==> config.mk <==
export PLATFORM = sky130hd
export DESIGN_NAME = gpi_top
export DESIGN_NICKNAME = d
export VERILOG_FILES = /design/src/pkg/gpi_pkg.sv /design/src/design/gpi_decode.sv /design/src/design/gpi_emulate.sv /design/src/design/gpi_top.sv
export SDC_FILE = /design/constraint.sdc
export NUM_CORES = 2
export LEC_CHECK = 0
export BUFFER_PORTS_ARGS = -buffer_cell sky130_fd_sc_hd__buf_2
export CAP_MARGIN = 20
export CORE_ASPECT_RATIO = 0.8
export CORE_MARGIN = 5
export CORE_UTILIZATION = 35
export DETAILED_ROUTE_END_ITERATION = 6
export PLACE_DENSITY = 0.6
export REMOVE_ABC_BUFFERS = 1
export SLEW_MARGIN = 20
export SYNTH_ARGS = -nofsm -noshare
export SYNTH_HDL_FRONTEND = slang
export SYNTH_SLANG_ARGS = --single-unit
export TNS_END_PERCENT = 5
==> constraint.sdc <==
create_clock -name CLK -period 15.9 [get_ports CLK]
set_input_delay 0 -clock CLK [delete_from_list [all_inputs] [get_ports CLK]]
set_output_delay 0 -clock CLK [all_outputs]
set_load 0.02 [all_outputs]
==> src/pkg/gpi_pkg.sv <==
// package: constants, field layout, codes and carrier types of the pulse port
//------------------------------------------------------------------------------
// Overview of operation
// - opto pair decodes command pulse streams up to 500 kHz per line
// - opto input state and counts are published every 2 us
// - differential port as input decodes streams up to 3 MHz per line
// - two lines carry pulse/dir, cw/ccw or A/B; differential adds zero
// - format 0 with source 1 selects differential port as quadrature source
// - format 0 with source 2 selects opto pair as quadrature source
// - third format 0 with emulation mode 11 selects serial absolute input
// - differential port is either command input or emulated output
// - A, B and index are made from primary absolute position
// - emulated A and B stay in quadrature, 90 +/- 20 degrees
// - emulated output never exceeds 3 MHz per channel
// - emulated lines per turn follow the emulation resolution setting
// - one zero pulse per turn at the programmed zero offset
// - pulse/direction counts scaled by adjustable pulses-per-motion factor
// - slave drives follow master emulated output as command input
//------------------------------------------------------------------------------
package gpi_pkg;

  //----------------------------------------------------------------------------
  // timing
  //----------------------------------------------------------------------------
  localparam int unsigned CLK_HZ           = 250_000_000;
  localparam int unsigned CLK_PERIOD_PS    = 1_000_000_000 / (CLK_HZ / 1000);
  localparam int unsigned OPTO_UPDATE_NS   = 2000;
  localparam int unsigned OPTO_UPDATE_CYC  =
    (OPTO_UPDATE_NS * 1000) / CLK_PERIOD_PS;
  localparam int unsigned EMU_MAX_HZ       = 3_000_000;
  localparam int unsigned EMU_EDGES_PER_CH = 4;
  localparam int unsigned EMU_EDGE_MIN_CYC =
    (CLK_HZ + EMU_EDGES_PER_CH * EMU_MAX_HZ - 1)
    / (EMU_EDGES_PER_CH * EMU_MAX_HZ);

  //----------------------------------------------------------------------------
  // register map (byte addresses)
  //----------------------------------------------------------------------------
  localparam logic [7:0] ADDR_CFG     = 8'h00;
  localparam logic [7:0] ADDR_EMU_RES = 8'h04;
  localparam logic [7:0] ADDR_EMU_ZOF = 8'h08;
  localparam logic [7:0] ADDR_GEAR    = 8'h0C;
  localparam logic [7:0] ADDR_CMD_POS = 8'h10;
  localparam logic [7:0] ADDR_STATUS  = 8'h14;

  localparam int unsigned CFG_FMT_LSB = 0;
  localparam int unsigned CFG_SRC_LSB = 4;
  localparam int unsigned CFG_FB3_LSB = 8;
  localparam int unsigned CFG_EMU_LSB = 12;

  localparam int unsigned ST_DIFF_IN  = 0;
  localparam int unsigned ST_EMU_OUT  = 1;
  localparam int unsigned ST_ABS_SER  = 2;
  localparam int unsigned ST_ZERO     = 3;
  localparam int unsigned ST_OPTO_LSB = 4;

  localparam logic [15:0] EMU_RES_RST = 16'h0400;
  localparam logic [15:0] EMU_ZOF_RST = 16'h0000;
  localparam logic [15:0] GEAR_RST    = 16'h0001;
  localparam logic [1:0]  FB3_RST     = 2'h1;

  //----------------------------------------------------------------------------
  // codes
  //----------------------------------------------------------------------------
  localparam logic [1:0] FMT_QUAD      = 2'h0;
  localparam logic [1:0] FMT_PULSE_DIR = 2'h1;
  localparam logic [1:0] FMT_CW_CCW    = 2'h2;
  localparam logic [1:0] SRC_DIFF      = 2'h1;
  localparam logic [1:0] SRC_OPTO      = 2'h2;
  localparam logic [1:0] FB3_DIFF      = 2'h0;
  localparam logic [3:0] EMU_MODE_IN   = 4'h0;
  localparam logic [3:0] EMU_MODE_OUT  = 4'h1;
  localparam logic [3:0] EMU_MODE_ABS  = 4'hB;

  //----------------------------------------------------------------------------
  // carriers
  //----------------------------------------------------------------------------
  typedef struct packed {
    logic [1:0] secondary_feedback_format;
    logic [1:0] secondary_feedback_source;
    logic [1:0] third_feedback_format;
    logic [3:0] emulation_port_mode;
  } gpi_cfg_t;

  typedef struct packed {
    logic up;
    logic dn;
    logic zero;
  } gpi_cnt_t;

endpackage

==> src/design/gpi_decode.sv <==
// module: two-line pulse stream decoder for the command inputs
`timescale 1ns/100ps
module gpi_decode
(
  input  wire logic             clk,
  input  wire logic             rst_n,
  input  wire logic             ce,
  input  wire logic             en,
  input  wire logic [1:0]       fmt,
  input  wire logic             line1,
  input  wire logic             line2,
  input  wire logic             line_z,
  output gpi_pkg::gpi_cnt_t     cnt
);

  typedef struct packed {
    logic              p1;
    logic              p2;
    logic              pz;
    gpi_pkg::gpi_cnt_t cnt;
  } gpi_dec_st_t;

  gpi_dec_st_t st;
  gpi_dec_st_t next_st;

  always_comb
  begin
    next_st     = st;
    next_st.cnt = '0;
    // history follows even while disabled: no false edge on enable
    next_st.p1  = line1;
    next_st.p2  = line2;
    next_st.pz  = line_z;
    if (en)
    begin
      case (fmt)
        gpi_pkg::FMT_QUAD:
        begin
          // both lines changing at once is illegal and is dropped
          if ((line1 ^ st.p1) ^ (line2 ^ st.p2))
          begin
            next_st.cnt.up = line1 ^ st.p2;
            next_st.cnt.dn = ~(line1 ^ st.p2);
          end
          next_st.cnt.zero = line_z & ~st.pz;
        end
        gpi_pkg::FMT_PULSE_DIR:
        begin
          if (line1 & ~st.p1)
          begin
            next_st.cnt.up = line2;
            next_st.cnt.dn = ~line2;
          end
        end
        gpi_pkg::FMT_CW_CCW:
        begin
          next_st.cnt.up = line1 & ~st.p1;
          next_st.cnt.dn = line2 & ~st.p2;
        end
        default:
        begin
          next_st.cnt = '0;
        end
      endcase
    end
  end

  always_ff @(posedge clk or negedge rst_n)
  begin
    if (!rst_n)
      st <= '0;
    else if (ce)
      st <= next_st;
  end

  assign cnt = st.cnt;

endmodule

==> src/design/gpi_emulate.sv <==
// module: emulated quadrature encoder output built from absolute position
`timescale 1ns/100ps
module gpi_emulate
#(
  parameter int unsigned POS_W = 16
)
(
  input  wire logic             clk,
  input  wire logic             rst_n,
  input  wire logic             ce,
  input  wire logic             en,
  input  wire logic [POS_W-1:0] pos,
  input  wire logic [15:0]      res,
  input  wire logic [15:0]      zoff,
  output logic                  qa,
  output logic                  qb,
  output logic                  qz
);

  localparam int unsigned GAP_W = $clog2(gpi_pkg::EMU_EDGE_MIN_CYC + 1);
  localparam logic [GAP_W-1:0] GAP_LOAD =
    GAP_W'(gpi_pkg::EMU_EDGE_MIN_CYC - 1);

  typedef struct packed {
    logic [17:0]      cnt;
    logic [GAP_W-1:0] gap;
    logic             qa;
    logic             qb;
    logic             qz;
  } gpi_emu_st_t;

  gpi_emu_st_t      st;
  gpi_emu_st_t      next_st;
  logic [17:0]      total;
  logic [17:0]      target;
  logic [17:0]      diff;
  logic [17:0]      cnt_n;
  logic [POS_W+17:0] prod;

  always_comb
  begin
    total   = {res, 2'b00};
    prod    = (POS_W+18)'(pos) * (POS_W+18)'(total);
    target  = prod[POS_W+17:POS_W];
    diff    = target - st.cnt;
    cnt_n   = st.cnt;
    next_st = st;
    if (st.gap != '0)
      next_st.gap = st.gap - GAP_W'(1);
    if (en && (res != 16'h0000) && (st.gap == '0) && (target != st.cnt))
    begin
      // shortest way round the turn, one edge per step
      if (diff < {1'b0, total[17:1]} || st.cnt > target && (st.cnt - target)
          > {1'b0, total[17:1]})
        cnt_n = (st.cnt == total - 18'h0_0001) ? '0 : st.cnt + 18'h0_0001;
      else
        cnt_n = (st.cnt == '0) ? total - 18'h0_0001 : st.cnt - 18'h0_0001;
      next_st.gap = GAP_LOAD;
    end
    next_st.cnt = cnt_n;
    next_st.qa  = en & (cnt_n[1] ^ cnt_n[0]);
    next_st.qb  = en & cnt_n[1];
    next_st.qz  = en & (cnt_n[17:2] == zoff) & (cnt_n[1:0] == 2'b00);
  end

  always_ff @(posedge clk or negedge rst_n)
  begin
    if (!rst_n)
      st <= '0;
    else if (ce)
      st <= next_st;
  end

  assign qa = st.qa;
  assign qb = st.qb;
  assign qz = st.qz;

endmodule

==> src/design/gpi_top.sv <==
// module: gearing pulse port top with APB register slave
//
// The register offsets and the APB register port are this design's own decisions.
`timescale 1ns/100ps
module gpi_top
#(
  parameter int unsigned POS_W = 16
)
(
  input  wire logic             CLK,
  input  wire logic             RST_N,
  input  wire logic             CE,
  input  wire logic             PSEL,
  input  wire logic             PENABLE,
  input  wire logic             PWRITE,
  input  wire logic [7:0]       PADDR,
  input  wire logic [31:0]      PWDATA,
  output logic      [31:0]      PRDATA,
  output logic                  PREADY,
  output logic                  PSLVERR,
  input  wire logic             DIFF_A_I,
  input  wire logic             DIFF_B_I,
  input  wire logic             DIFF_Z_I,
  output logic                  DIFF_A_O,
  output logic                  DIFF_B_O,
  output logic                  DIFF_Z_O,
  output logic                  DIFF_OE,
  input  wire logic             OPTO_IN1,
  input  wire logic             OPTO_IN2,
  input  wire logic [POS_W-1:0] PRIM_POS,
  output logic      [31:0]      CMD_POS,
  output logic                  ABS_SERIAL_SEL
);

  localparam int unsigned TICK_W = $clog2(gpi_pkg::OPTO_UPDATE_CYC);
  localparam logic [TICK_W-1:0] TICK_LAST =
    TICK_W'(gpi_pkg::OPTO_UPDATE_CYC - 1);

  //----------------------------------------------------------------------------
  // state
  //----------------------------------------------------------------------------
  typedef struct packed {
    logic [2:0]        dsync1;
    logic [2:0]        dsync2;
    logic [1:0]        osync1;
    logic [1:0]        osync2;
    gpi_pkg::gpi_cfg_t cfg;
    logic [15:0]       emu_res;
    logic [15:0]       emu_zof;
    logic [15:0]       gear;
    logic [31:0]       cmd_pos;
    logic [15:0]       opto_pend;
    logic [TICK_W-1:0] tick;
    logic [1:0]        opto_state;
    logic              diff_oe;
    logic              abs_sel;
    logic              zero_seen;
    logic              pready;
    logic              pslverr;
    logic [31:0]       prdata;
  } gpi_top_st_t;

  gpi_top_st_t       st;
  gpi_top_st_t       next_st;
  gpi_pkg::gpi_cnt_t diff_cnt;
  gpi_pkg::gpi_cnt_t opto_cnt;
  logic              diff_in_act;
  logic              emu_out_act;
  logic              abs_sel;
  logic              opto_act;
  logic              diff_dec_en;
  logic              setup;
  logic              wr_take;
  logic              zero_clr;
  logic              mapped;
  logic [31:0]       rd_val;
  logic [31:0]       gear_ext;
  logic [31:0]       pend_ext;
  logic [31:0]       diff_step;
  logic [15:0]       pend_step;
  logic [31:0]       pos_acc;

  //----------------------------------------------------------------------------
  // port direction and source selection
  //----------------------------------------------------------------------------
  always_comb
  begin
    // the port is one direction at a time; only input mode 0 listens
    emu_out_act = st.cfg.emulation_port_mode == gpi_pkg::EMU_MODE_OUT;
    abs_sel     = (st.cfg.third_feedback_format == gpi_pkg::FB3_DIFF)
                  && (st.cfg.emulation_port_mode == gpi_pkg::EMU_MODE_ABS);
    diff_in_act = st.cfg.emulation_port_mode == gpi_pkg::EMU_MODE_IN;
    // incremental decode only; serial absolute traffic is handled elsewhere
    diff_dec_en = diff_in_act
                  && (st.cfg.secondary_feedback_source == gpi_pkg::SRC_DIFF);
    opto_act    = st.cfg.secondary_feedback_source
                  == gpi_pkg::SRC_OPTO;
  end

  //----------------------------------------------------------------------------
  // decoders
  //----------------------------------------------------------------------------
  // both run at full clock rate: 4 ns sampling easily resolves 3 MHz
  gpi_decode u_diff_dec
  (
    .clk    (CLK),
    .rst_n  (RST_N),
    .ce     (CE),
    .en     (diff_dec_en),
    .fmt    (st.cfg.secondary_feedback_format),
    .line1  (st.dsync2[0]),
    .line2  (st.dsync2[1]),
    .line_z (st.dsync2[2]),
    .cnt    (diff_cnt)
  );

  gpi_decode u_opto_dec
  (
    .clk    (CLK),
    .rst_n  (RST_N),
    .ce     (CE),
    .en     (opto_act),
    .fmt    (st.cfg.secondary_feedback_format),
    .line1  (st.osync2[0]),
    .line2  (st.osync2[1]),
    .line_z (1'b0),
    .cnt    (opto_cnt)
  );

  //----------------------------------------------------------------------------
  // emulated encoder
  //----------------------------------------------------------------------------
  gpi_emulate
  #(
    .POS_W (POS_W)
  )
  u_emu
  (
    .clk   (CLK),
    .rst_n (RST_N),
    .ce    (CE),
    .en    (emu_out_act),
    .pos   (PRIM_POS),
    .res   (st.emu_res),
    .zoff  (st.emu_zof),
    .qa    (DIFF_A_O),
    .qb    (DIFF_B_O),
    .qz    (DIFF_Z_O)
  );

  //----------------------------------------------------------------------------
  // register read mux
  //----------------------------------------------------------------------------
  always_comb
  begin
    rd_val = 32'h0000_0000;
    mapped = 1'b1;
    case (PADDR)
      gpi_pkg::ADDR_CFG:
      begin
        rd_val[gpi_pkg::CFG_FMT_LSB +: 2] = st.cfg.secondary_feedback_format;
        rd_val[gpi_pkg::CFG_SRC_LSB +: 2] = st.cfg.secondary_feedback_source;
        rd_val[gpi_pkg::CFG_FB3_LSB +: 2] = st.cfg.third_feedback_format;
        rd_val[gpi_pkg::CFG_EMU_LSB +: 4] = st.cfg.emulation_port_mode;
      end
      gpi_pkg::ADDR_EMU_RES:
        rd_val[15:0] = st.emu_res;
      gpi_pkg::ADDR_EMU_ZOF:
        rd_val[15:0] = st.emu_zof;
      gpi_pkg::ADDR_GEAR:
        rd_val[15:0] = st.gear;
      gpi_pkg::ADDR_CMD_POS:
        rd_val = st.cmd_pos;
      gpi_pkg::ADDR_STATUS:
      begin
        rd_val[gpi_pkg::ST_DIFF_IN]       = diff_in_act;
        rd_val[gpi_pkg::ST_EMU_OUT]       = emu_out_act;
        rd_val[gpi_pkg::ST_ABS_SER]       = abs_sel;
        rd_val[gpi_pkg::ST_ZERO]          = st.zero_seen;
        rd_val[gpi_pkg::ST_OPTO_LSB +: 2] = st.opto_state;
      end
      default:
        mapped = 1'b0;
    endcase
  end

  //----------------------------------------------------------------------------
  // next state
  //----------------------------------------------------------------------------
  always_comb
  begin
    next_st   = st;
    setup     = PSEL & ~PENABLE;
    wr_take   = PSEL & PENABLE & st.pready & PWRITE;
    zero_clr  = setup & ~PWRITE & (PADDR == gpi_pkg::ADDR_STATUS);
    gear_ext  = {16'h0000, st.gear};
    diff_step = 32'h0000_0000;
    pend_step = 16'h0000;
    pend_ext  = {{16{st.opto_pend[15]}}, st.opto_pend};

    // two-stage synchronisers; only the second stage feeds logic
    next_st.dsync1 = {DIFF_Z_I, DIFF_B_I, DIFF_A_I};
    next_st.dsync2 = st.dsync1;
    next_st.osync1 = {OPTO_IN2, OPTO_IN1};
    next_st.osync2 = st.osync1;

    // differential counts land at once, scaled per pulse
    if (diff_cnt.up)
      diff_step = gear_ext;
    else if (diff_cnt.dn)
      diff_step = 32'h0000_0000 - gear_ext;

    // opto counts gather here and are published on the update tick
    if (opto_cnt.up)
      pend_step = 16'h0001;
    else if (opto_cnt.dn)
      pend_step = 16'hFFFF;

    pos_acc = st.cmd_pos + diff_step;
    if (st.tick == TICK_LAST)
    begin
      next_st.tick       = '0;
      next_st.opto_state = st.osync2;
      pos_acc            = pos_acc + pend_ext * gear_ext;
      // a count arriving in the tick cycle starts the next batch
      next_st.opto_pend  = pend_step;
    end
    else
    begin
      next_st.tick      = st.tick + TICK_W'(1);
      next_st.opto_pend = st.opto_pend + pend_step;
    end
    next_st.cmd_pos = pos_acc;

    next_st.diff_oe = emu_out_act;
    next_st.abs_sel = abs_sel;

    // mark seen since last status read; set beats clear
    if (diff_cnt.zero)
      next_st.zero_seen = 1'b1;
    else if (zero_clr)
      next_st.zero_seen = 1'b0;

    // APB: one wait-free access cycle after setup
    next_st.pready  = setup;
    next_st.pslverr = setup & ~mapped;
    if (setup)
      next_st.prdata = PWRITE ? 32'h0000_0000 : rd_val;
    if (wr_take)
    begin
      case (PADDR)
        gpi_pkg::ADDR_CFG:
        begin
          next_st.cfg.secondary_feedback_format =
            PWDATA[gpi_pkg::CFG_FMT_LSB +: 2];
          next_st.cfg.secondary_feedback_source =
            PWDATA[gpi_pkg::CFG_SRC_LSB +: 2];
          next_st.cfg.third_feedback_format =
            PWDATA[gpi_pkg::CFG_FB3_LSB +: 2];
          next_st.cfg.emulation_port_mode =
            PWDATA[gpi_pkg::CFG_EMU_LSB +: 4];
        end
        gpi_pkg::ADDR_EMU_RES:
          next_st.emu_res = PWDATA[15:0];
        gpi_pkg::ADDR_EMU_ZOF:
          next_st.emu_zof = PWDATA[15:0];
        gpi_pkg::ADDR_GEAR:
          next_st.gear = PWDATA[15:0];
        // a preset overrides any differential count or opto batch published in the same cycle
        gpi_pkg::ADDR_CMD_POS:
          next_st.cmd_pos = PWDATA;
        default:
          next_st.cfg = st.cfg;
      endcase
    end
  end

  //----------------------------------------------------------------------------
  // registers
  //----------------------------------------------------------------------------
  always_ff @(posedge CLK or negedge RST_N)
  begin
    if (!RST_N)
    begin
      st                           <= '0;
      st.cfg.third_feedback_format <= gpi_pkg::FB3_RST;
      st.emu_res                   <= gpi_pkg::EMU_RES_RST;
      st.emu_zof                   <= gpi_pkg::EMU_ZOF_RST;
      st.gear                      <= gpi_pkg::GEAR_RST;
    end
    else if (CE)
      st <= next_st;
  end

  //----------------------------------------------------------------------------
  // outputs
  //----------------------------------------------------------------------------
  assign PRDATA         = st.prdata;
  assign PREADY         = st.pready;
  assign PSLVERR        = st.pslverr;
  assign DIFF_OE        = st.diff_oe;
  assign CMD_POS        = st.cmd_pos;
  assign ABS_SERIAL_SEL = st.abs_sel;

endmodule

# Word-level counts from Yosys, hierarchy flattened

Index checks and enable logic that the tools add are counted.

Multiply operators: 2
Add/subtract/negate cells: 11
Muxes and demuxes: 35
Divide/modulo/power cells: 0
Magnitude comparators: 3
Bitwise logic cells: 37
Reduce and logical (&&, ||, !) cells: 27
Shifts and indexed selects: 0
Equal/unequal tests: 15

Operators with widths:

| operator                                            | count |
|---|---|
| 2-to-1 mux 32 bit                                   | 6 |
| 2-to-1 mux 18 bit                                   | 4 |
| adder 32 bit                                        | 2 |
| 2-to-1 mux 16 bit                                   | 3 |
| subtractor 18 x 1 -> 18 bit (second input constant) | 2 |
| subtractor 18 bit                                   | 2 |
| multiplier 16 x 16 -> 32 bit                        | 1 |
| multiplier 16 x 17 -> 32 bit                        | 1 |
| 2-to-1 mux 25 bit                                   | 1 |
| one-hot mux 2 bit (6 select lines)                  | 2 |
| one-hot mux 2 bit (5 select lines)                  | 2 |
| one-hot mux 4 bit (5 select lines)                  | 1 |
| adder 18 x 1 -> 18 bit (second input constant)      | 1 |
| == test 18 bit                                      | 1 |
| > comparator 18 x 17 -> 1 bit                       | 1 |
| > comparator 18 bit                                 | 1 |
| logical NOT 18 bit                                  | 1 |
| < comparator 18 x 17 -> 1 bit                       | 1 |
| inequality test 18 bit                              | 1 |
| subtractor 1 x 16 -> 17 bit (first input constant)  | 1 |
| adder 16 bit                                        | 1 |
| bitwise AND 1 bit                                   | 16 |
| == test 16 bit                                      | 1 |
| == test 8 x 4 -> 1 bit (second input constant)      | 2 |
| 29 further kinds                                    | 75 |

Memory bits (writable): 0
Output and inout port bits: 71
Memories: 0
Logic and storage cells: 166
Input bits: 67
Latch bits: 0
Flip-flop bits (word level): 200
Memory bits (read-only): 0

# Depth between registers and ports, before layout

Depth in word-level cells: 10
Gate-level depth with buffers: 58
Mapped depth without buffers: 52

# Hierarchy

From an unflattened synthesis, not the netlist that was laid out.

Cell total of the unflattened synthesis: 3,973
Area, all modules: 34,520.6 sq um

By module, submodules not included:

| module      | instances | cells an instance | area each (sq um) | seq. area each (sq um) |
|---|---|---|---|---|
| gpi_top     | 1         | 2,238             | 20,153.1          | 4,107.7 |
| gpi_emulate | 1         | 1,657             | 13,586.8          | 650.6 |
| gpi_decode  | 2         | 39                | 390.4             | 150.1 |

# Least setup slack after synthesis

Ideal clock, no wire load.

Kind: reg2reg
Start point: reg st[130] in the netlist's numbering
End point: reg u_emu.st (netlist bit u_emu.qz)
Clock period less this slack: 11.364 ns
Setup time: 0.095 ns
Arrival: 11.269 ns
Stages on the path, launching flop included: 52
Setup slack: 4.536 ns
Path buffers: 6
Path through: dfrtp_1 buf_6 clkbuf_1 clkbuf_1 nand2_1 fa_1 fa_1 fa_1 fa_1 inv_1 fa_1 inv_1 fa_1 inv_1 ha_1 a211o_1 o21ai_0 o21ai_0 (+16 left out) ha_1 a211oi_1 nand2_1 a211oi_1 o211ai_1 a21oi_1 nand3b_1 o21ai_0 buf_2 clkbuf_1 o21ai_0 a21oi_1 ha_1 nand3_1 nor2_1 mux2i_1 or4_4 o32ai_2

Word-level cells in the longest chain between the ends: 10
Elaborated cells between the ends (all ways): 23
Those cells by class: 3 x add/sub; 1 x mul; 3 x order compare; 3 x eq/ne; 4 x mux; 2 x bitwise; 7 x reduce/logical

RTL lines:

| item                          | line              | RTL |
|---|---|---|
| start: declaration            | gpi_top.sv:63     | `gpi_top_st_t st;` |
| start signal: assignment      | gpi_top.sv:292    | `st <= next_st;` |
| multiplier 16 x 16 -> 32 bit  | gpi_emulate.sv:43 | `prod = (POS_W+18)'(pos) * (POS_W+18)'(total);` |
| subtractor 18 bit             | gpi_emulate.sv:53 | `if (diff < {1'b0, total[17:1]} \|\| st.cnt > target && (st.cnt - target)` |
| > comparator 18 x 17 -> 1 bit | gpi_emulate.sv:54 | `> {1'b0, total[17:1]})` |
| logical AND 1 bit             | gpi_emulate.sv:53 |  |
| logical OR 1 bit              | gpi_emulate.sv:53 |  |
| 2-to-1 mux 18 bit             | gpi_emulate.sv:53 |  |
| 2-to-1 mux 18 bit *           | gpi_emulate.sv:50 | `if (en && (res != 16'h0000) && (st.gap == '0) && (target != st.cnt))` |
| == test 16 bit                | gpi_emulate.sv:63 | `next_st.qz = en & (cnt_n[17:2] == zoff) & (cnt_n[1:0] == 2'b00);` |
| bitwise AND 1 bit             | gpi_emulate.sv:63 |  |
| bitwise AND 1 bit *           | gpi_emulate.sv:63 |  |
| end signal: assignment        | gpi_emulate.sv:71 | `st <= next_st;` |
| end: declaration              | gpi_emulate.sv:32 | `gpi_emu_st_t st;` |

Every way passes the cells marked *; elsewhere a longest branch is shown, timed or not.
A chain may end at the register's enable or synchronous reset.

# Worst setup path in the final report

Start point: reg st[129] in the netlist's numbering
End point: reg u_emu.st (netlist bit u_emu.qz)

Same word-level chain as after synthesis.

==> metrics <==
outcome completed; GR Util All Layers slightly below 20%; pwr dens around 44 mW/mm2; min cycle time layout between 10000 and 15000 ps; Post-Route WL 100000 um; global-route wire length before repair roughly 160000 um; WL/cell a little under 20 um; Async SR Flop Fraction between 90% and 100%; Setup WS post-layout between 2000 and 3000 ps; Placer Congestion between 0.9 and 1; synthesized instance count 3912; clk sink count 200; f_max 77.3 MHz; Hold Buf Count CTS slightly above 40; DRT antenna net count 0; CTS root buf clkbuf_16; Final setup viols 0; Post-Place Cells between 5000 and 6000; Residual DRC 0; crit-path max cell delay 900 ps; WL met1 just over 50000 um; H-tree depth 4; Yosys reg bits 200; Initial Util between 30% and 40%; Synth top area share 25.0%; Min-Delay Path Class input port to asynchronous set/reset pin; required time of the critical path between 15000 and 20000 ps; post-synth cell types 81; clock skew approximately 18 ps; CP Class flip-flop to flip-flop; initial DRC count around 2300; Slew @ Worst Pin roughly 1100 ps; DP Area about 0.035 mm2; Worst-Skew Late Latency between 500 and 600 ps; # nets final roughly 4700; number of synthesized flops with an enable pin 0; vias in the first global route 27100; largest net degree at the start of global routing 78; Yosys warnings 0; crit path launch type flip-flop; met3 wire length ~11000 um; num ports 138; worst relative slew slack between 20% and 30%; die span in x between 300 and 400 um; layout cell share with drive strength beyond 1 around 8.2%; I/O Buffers between 100 and 150; Reg clk slew, reported paths about 90 ps; post_cts resized 0; worst-path maximum fanout 22; Peak VDD IR approximately 87 uV; initial antenna violation count 3; CTS tree done; WL met2 between 30000 and 40000 um; post-DP HPWL roughly 80000 um; Final Max Tran Viols 0; Post-CTS Setup Inserts 0; via count about 27000; cell row count slightly above 100; DR top layer met5; post-synthesis sequential area ratio between 10% and 20%; Tot Pwr 1590 uW; Yosys top cell by area fa_1; Via density 5.25; GRT Residual Overflow 0; Synth Cell Area ~0.034 mm2; Vert. Die Dim roughly 290 um; syn_area_per_cell approximately 8.6 um2; Final period util ~80%; CP Capture Type flip-flop; RSZ-0062 raised after global routing false; post-route cell area around 0.036 mm2; die area around 0.10 mm2; core footprint around 0.095 mm2; # Max-Cap Violations 0; Finished Layout Cells around 5200; Crit-path slowest cell dfrtp_1; Final Hold Vio Count 0; critical path arrival between 10000 and 15000 ps; drt pass-1 iters 6; Num CTS Buffers 17; Setup TNS Final 0 ps; Synth area leaders fa_1, dfrtp_1, ha_1; P&R area growth vs syn 6.79%; P_leak ~0.018 uW; ys flop type dfrtp_1; crit-path most repeated cell fa_1; Bufs on Longest Clock Path 2; Place WS 3140 ps
## cells in the mapped netlist (7+ instances only)
cell type / n
nand2b_1: 34
clkbuf_1: 195
nor2b_1: 22
a211oi_1: 13
a31oi_1: 30
xnor2_1: 130
and2_1: 200
and4_1: 8
ha_1: 338
nand2_1: 467
nand3_1: 53
a21o_1: 58
o31ai_1: 22
fa_1: 422
o2111ai_1: 7
inv_1: 597
a22oi_1: 8
mux4_2: 7
xor2_1: 41
nor3b_1: 7
a22o_1: 17
buf_4: 66
buf_2: 10
a32oi_1: 16
o22ai_1: 11
o2bb2ai_1: 12
o21a_1: 15
or2_2: 8
o21bai_1: 19
nor2_1: 159
a21oi_1: 182
buf_1: 10
o21ai_0: 144
mux2i_1: 22
nand4_1: 36
or3_1: 20
and3_1: 24
o211ai_1: 28
nor3_1: 58
nor4_1: 19
dfrtp_1: 197
or4_1: 13
mux2_2: 77
## through the flow
| stage | hold WS [ps] | utilization (%) |
|---|---|---|
| 6_report | 28.8 | 37.8 |
| 5_1_grt | 64.4 | 37.8 |
| 4_1_cts | 2.30 | 37.8 |
| 3_5_place_dp | -33.5 | 36.7 |
| 3_3_place_gp | -32.7 | 36.7 |
| 2_1_floorplan | -296 | - |
## layer usage
layer  vias to the layer above  track usage (%)
met2                      1002             26.2
met5                         -                0
met3                        77             6.03
met4                         4             3.27
met1                     13500             31.3
li1                      12600                -
## sequential cells by signal, indices dropped and copies added, names as in the netlist
name / flops
st: 59
CMD_POS: 32
PRDATA: 32
u_emu.st: 23
gear_ext: 16
pend_ext: 16
next_st: 5
u_diff_dec.cnt: 3
u_diff_dec.st: 3
u_opto_dec.cnt: 2
u_opto_dec.st: 2
ABS_SERIAL_SEL: 1
DIFF_OE: 1
PREADY: 1
PSLVERR: 1
u_emu.qa: 1
u_emu.qb: 1
u_emu.qz: 1
## kinds of logic (layout without fill, tap and decap cells)
family | count (synthesis) | in the layout | synth area share [%]
AOI/OAI and AO/OA | 639 | 639 | 12.1
xor gates and xnor gates | 171 | 171 | 4.44
adders and majority gates | 760 | 760 | 37.6
buffers and inverters | 887 | 849 | 10.7
DFF | 200 | 200 | 14.9
muxes | 106 | 106 | 3.69
other | 0 | 4 | 0
and+or+nand+nor | 1149 | 1149 | 16.6
## layout by cell type, fill, tap and decap left out, drive strengths merged, types with 8 or more instances in the layout
cell type,n
o211ai,28
a21o,58
dfrtp,197
inv,606
fa,422
nand4,36
nand2,467
nand3,53
or2,8
a211oi,13
o21a,15
and2,201
xor2,41
clkbuf,18
a21oi,182
xnor2,130
buf,173
a32oi,16
o22ai,11
clkinv,10
nor2b,22
ha,338
a22oi,8
and4,8
and3,24
or4,14
nor3,59
o2bb2ai,12
a22o,17
nor4,20
o21ai,144
nand2b,34
mux2i,22
nor2,159
mux2,77
dlygate4sd3,41
or3,20
a31oi,30
o31ai,22
o21bai,19
## worst max-delay path: cells and delay by family, from the launching register on
family | cells | cell delay (ps)
AO/OA/AOI/OAI | 19 | 5210
XOR/XNOR | 2 | 310
adder cells (fa/ha/maj) | 10 | 4170
buffers and inverters | 4 | 340
flip-flops | 1 | 900
multiplexers | 1 | 70
AND/OR/NAND/NOR | 12 | 1820
## worst paths after layout
kind                            start                to  slack (ps)  cells after the start
setup / recovery              st[129]          u_emu.qz        2960                     48
hold / removal                  RST_N        PRDATA[30]          30                      2
setup reg to reg              st[129]          u_emu.qz        2960                     48
hold reg to reg                st[46]            st[46]         480                      1
max in group asynchronous       RST_N  u_diff_dec.st[5]       14540                      3
min in group CLK           PWDATA[17]       CMD_POS[17]          30                      4
## where the power goes
part / internal, uW / switching [uW]
combinational: 195 / 292
clock: 216 / 244
sequential: 546 / 95.9
total: 956 / 632
## final cells by class
class | instances | area, um2
Timing Repair Buffer | 214 | 1380
Tap cell | 1287 | 1610
Sequential cell | 200 | 5010
Antenna cell | 4 | 10.0
Inverter | 603 | 2260
Clock buffer | 18 | 429
Multi-Input combinational cell | 2825 | 25100
Clock inverter | 14 | 179
Fill cell | 9748 | 59300
(Power assumes the default switching activity.)
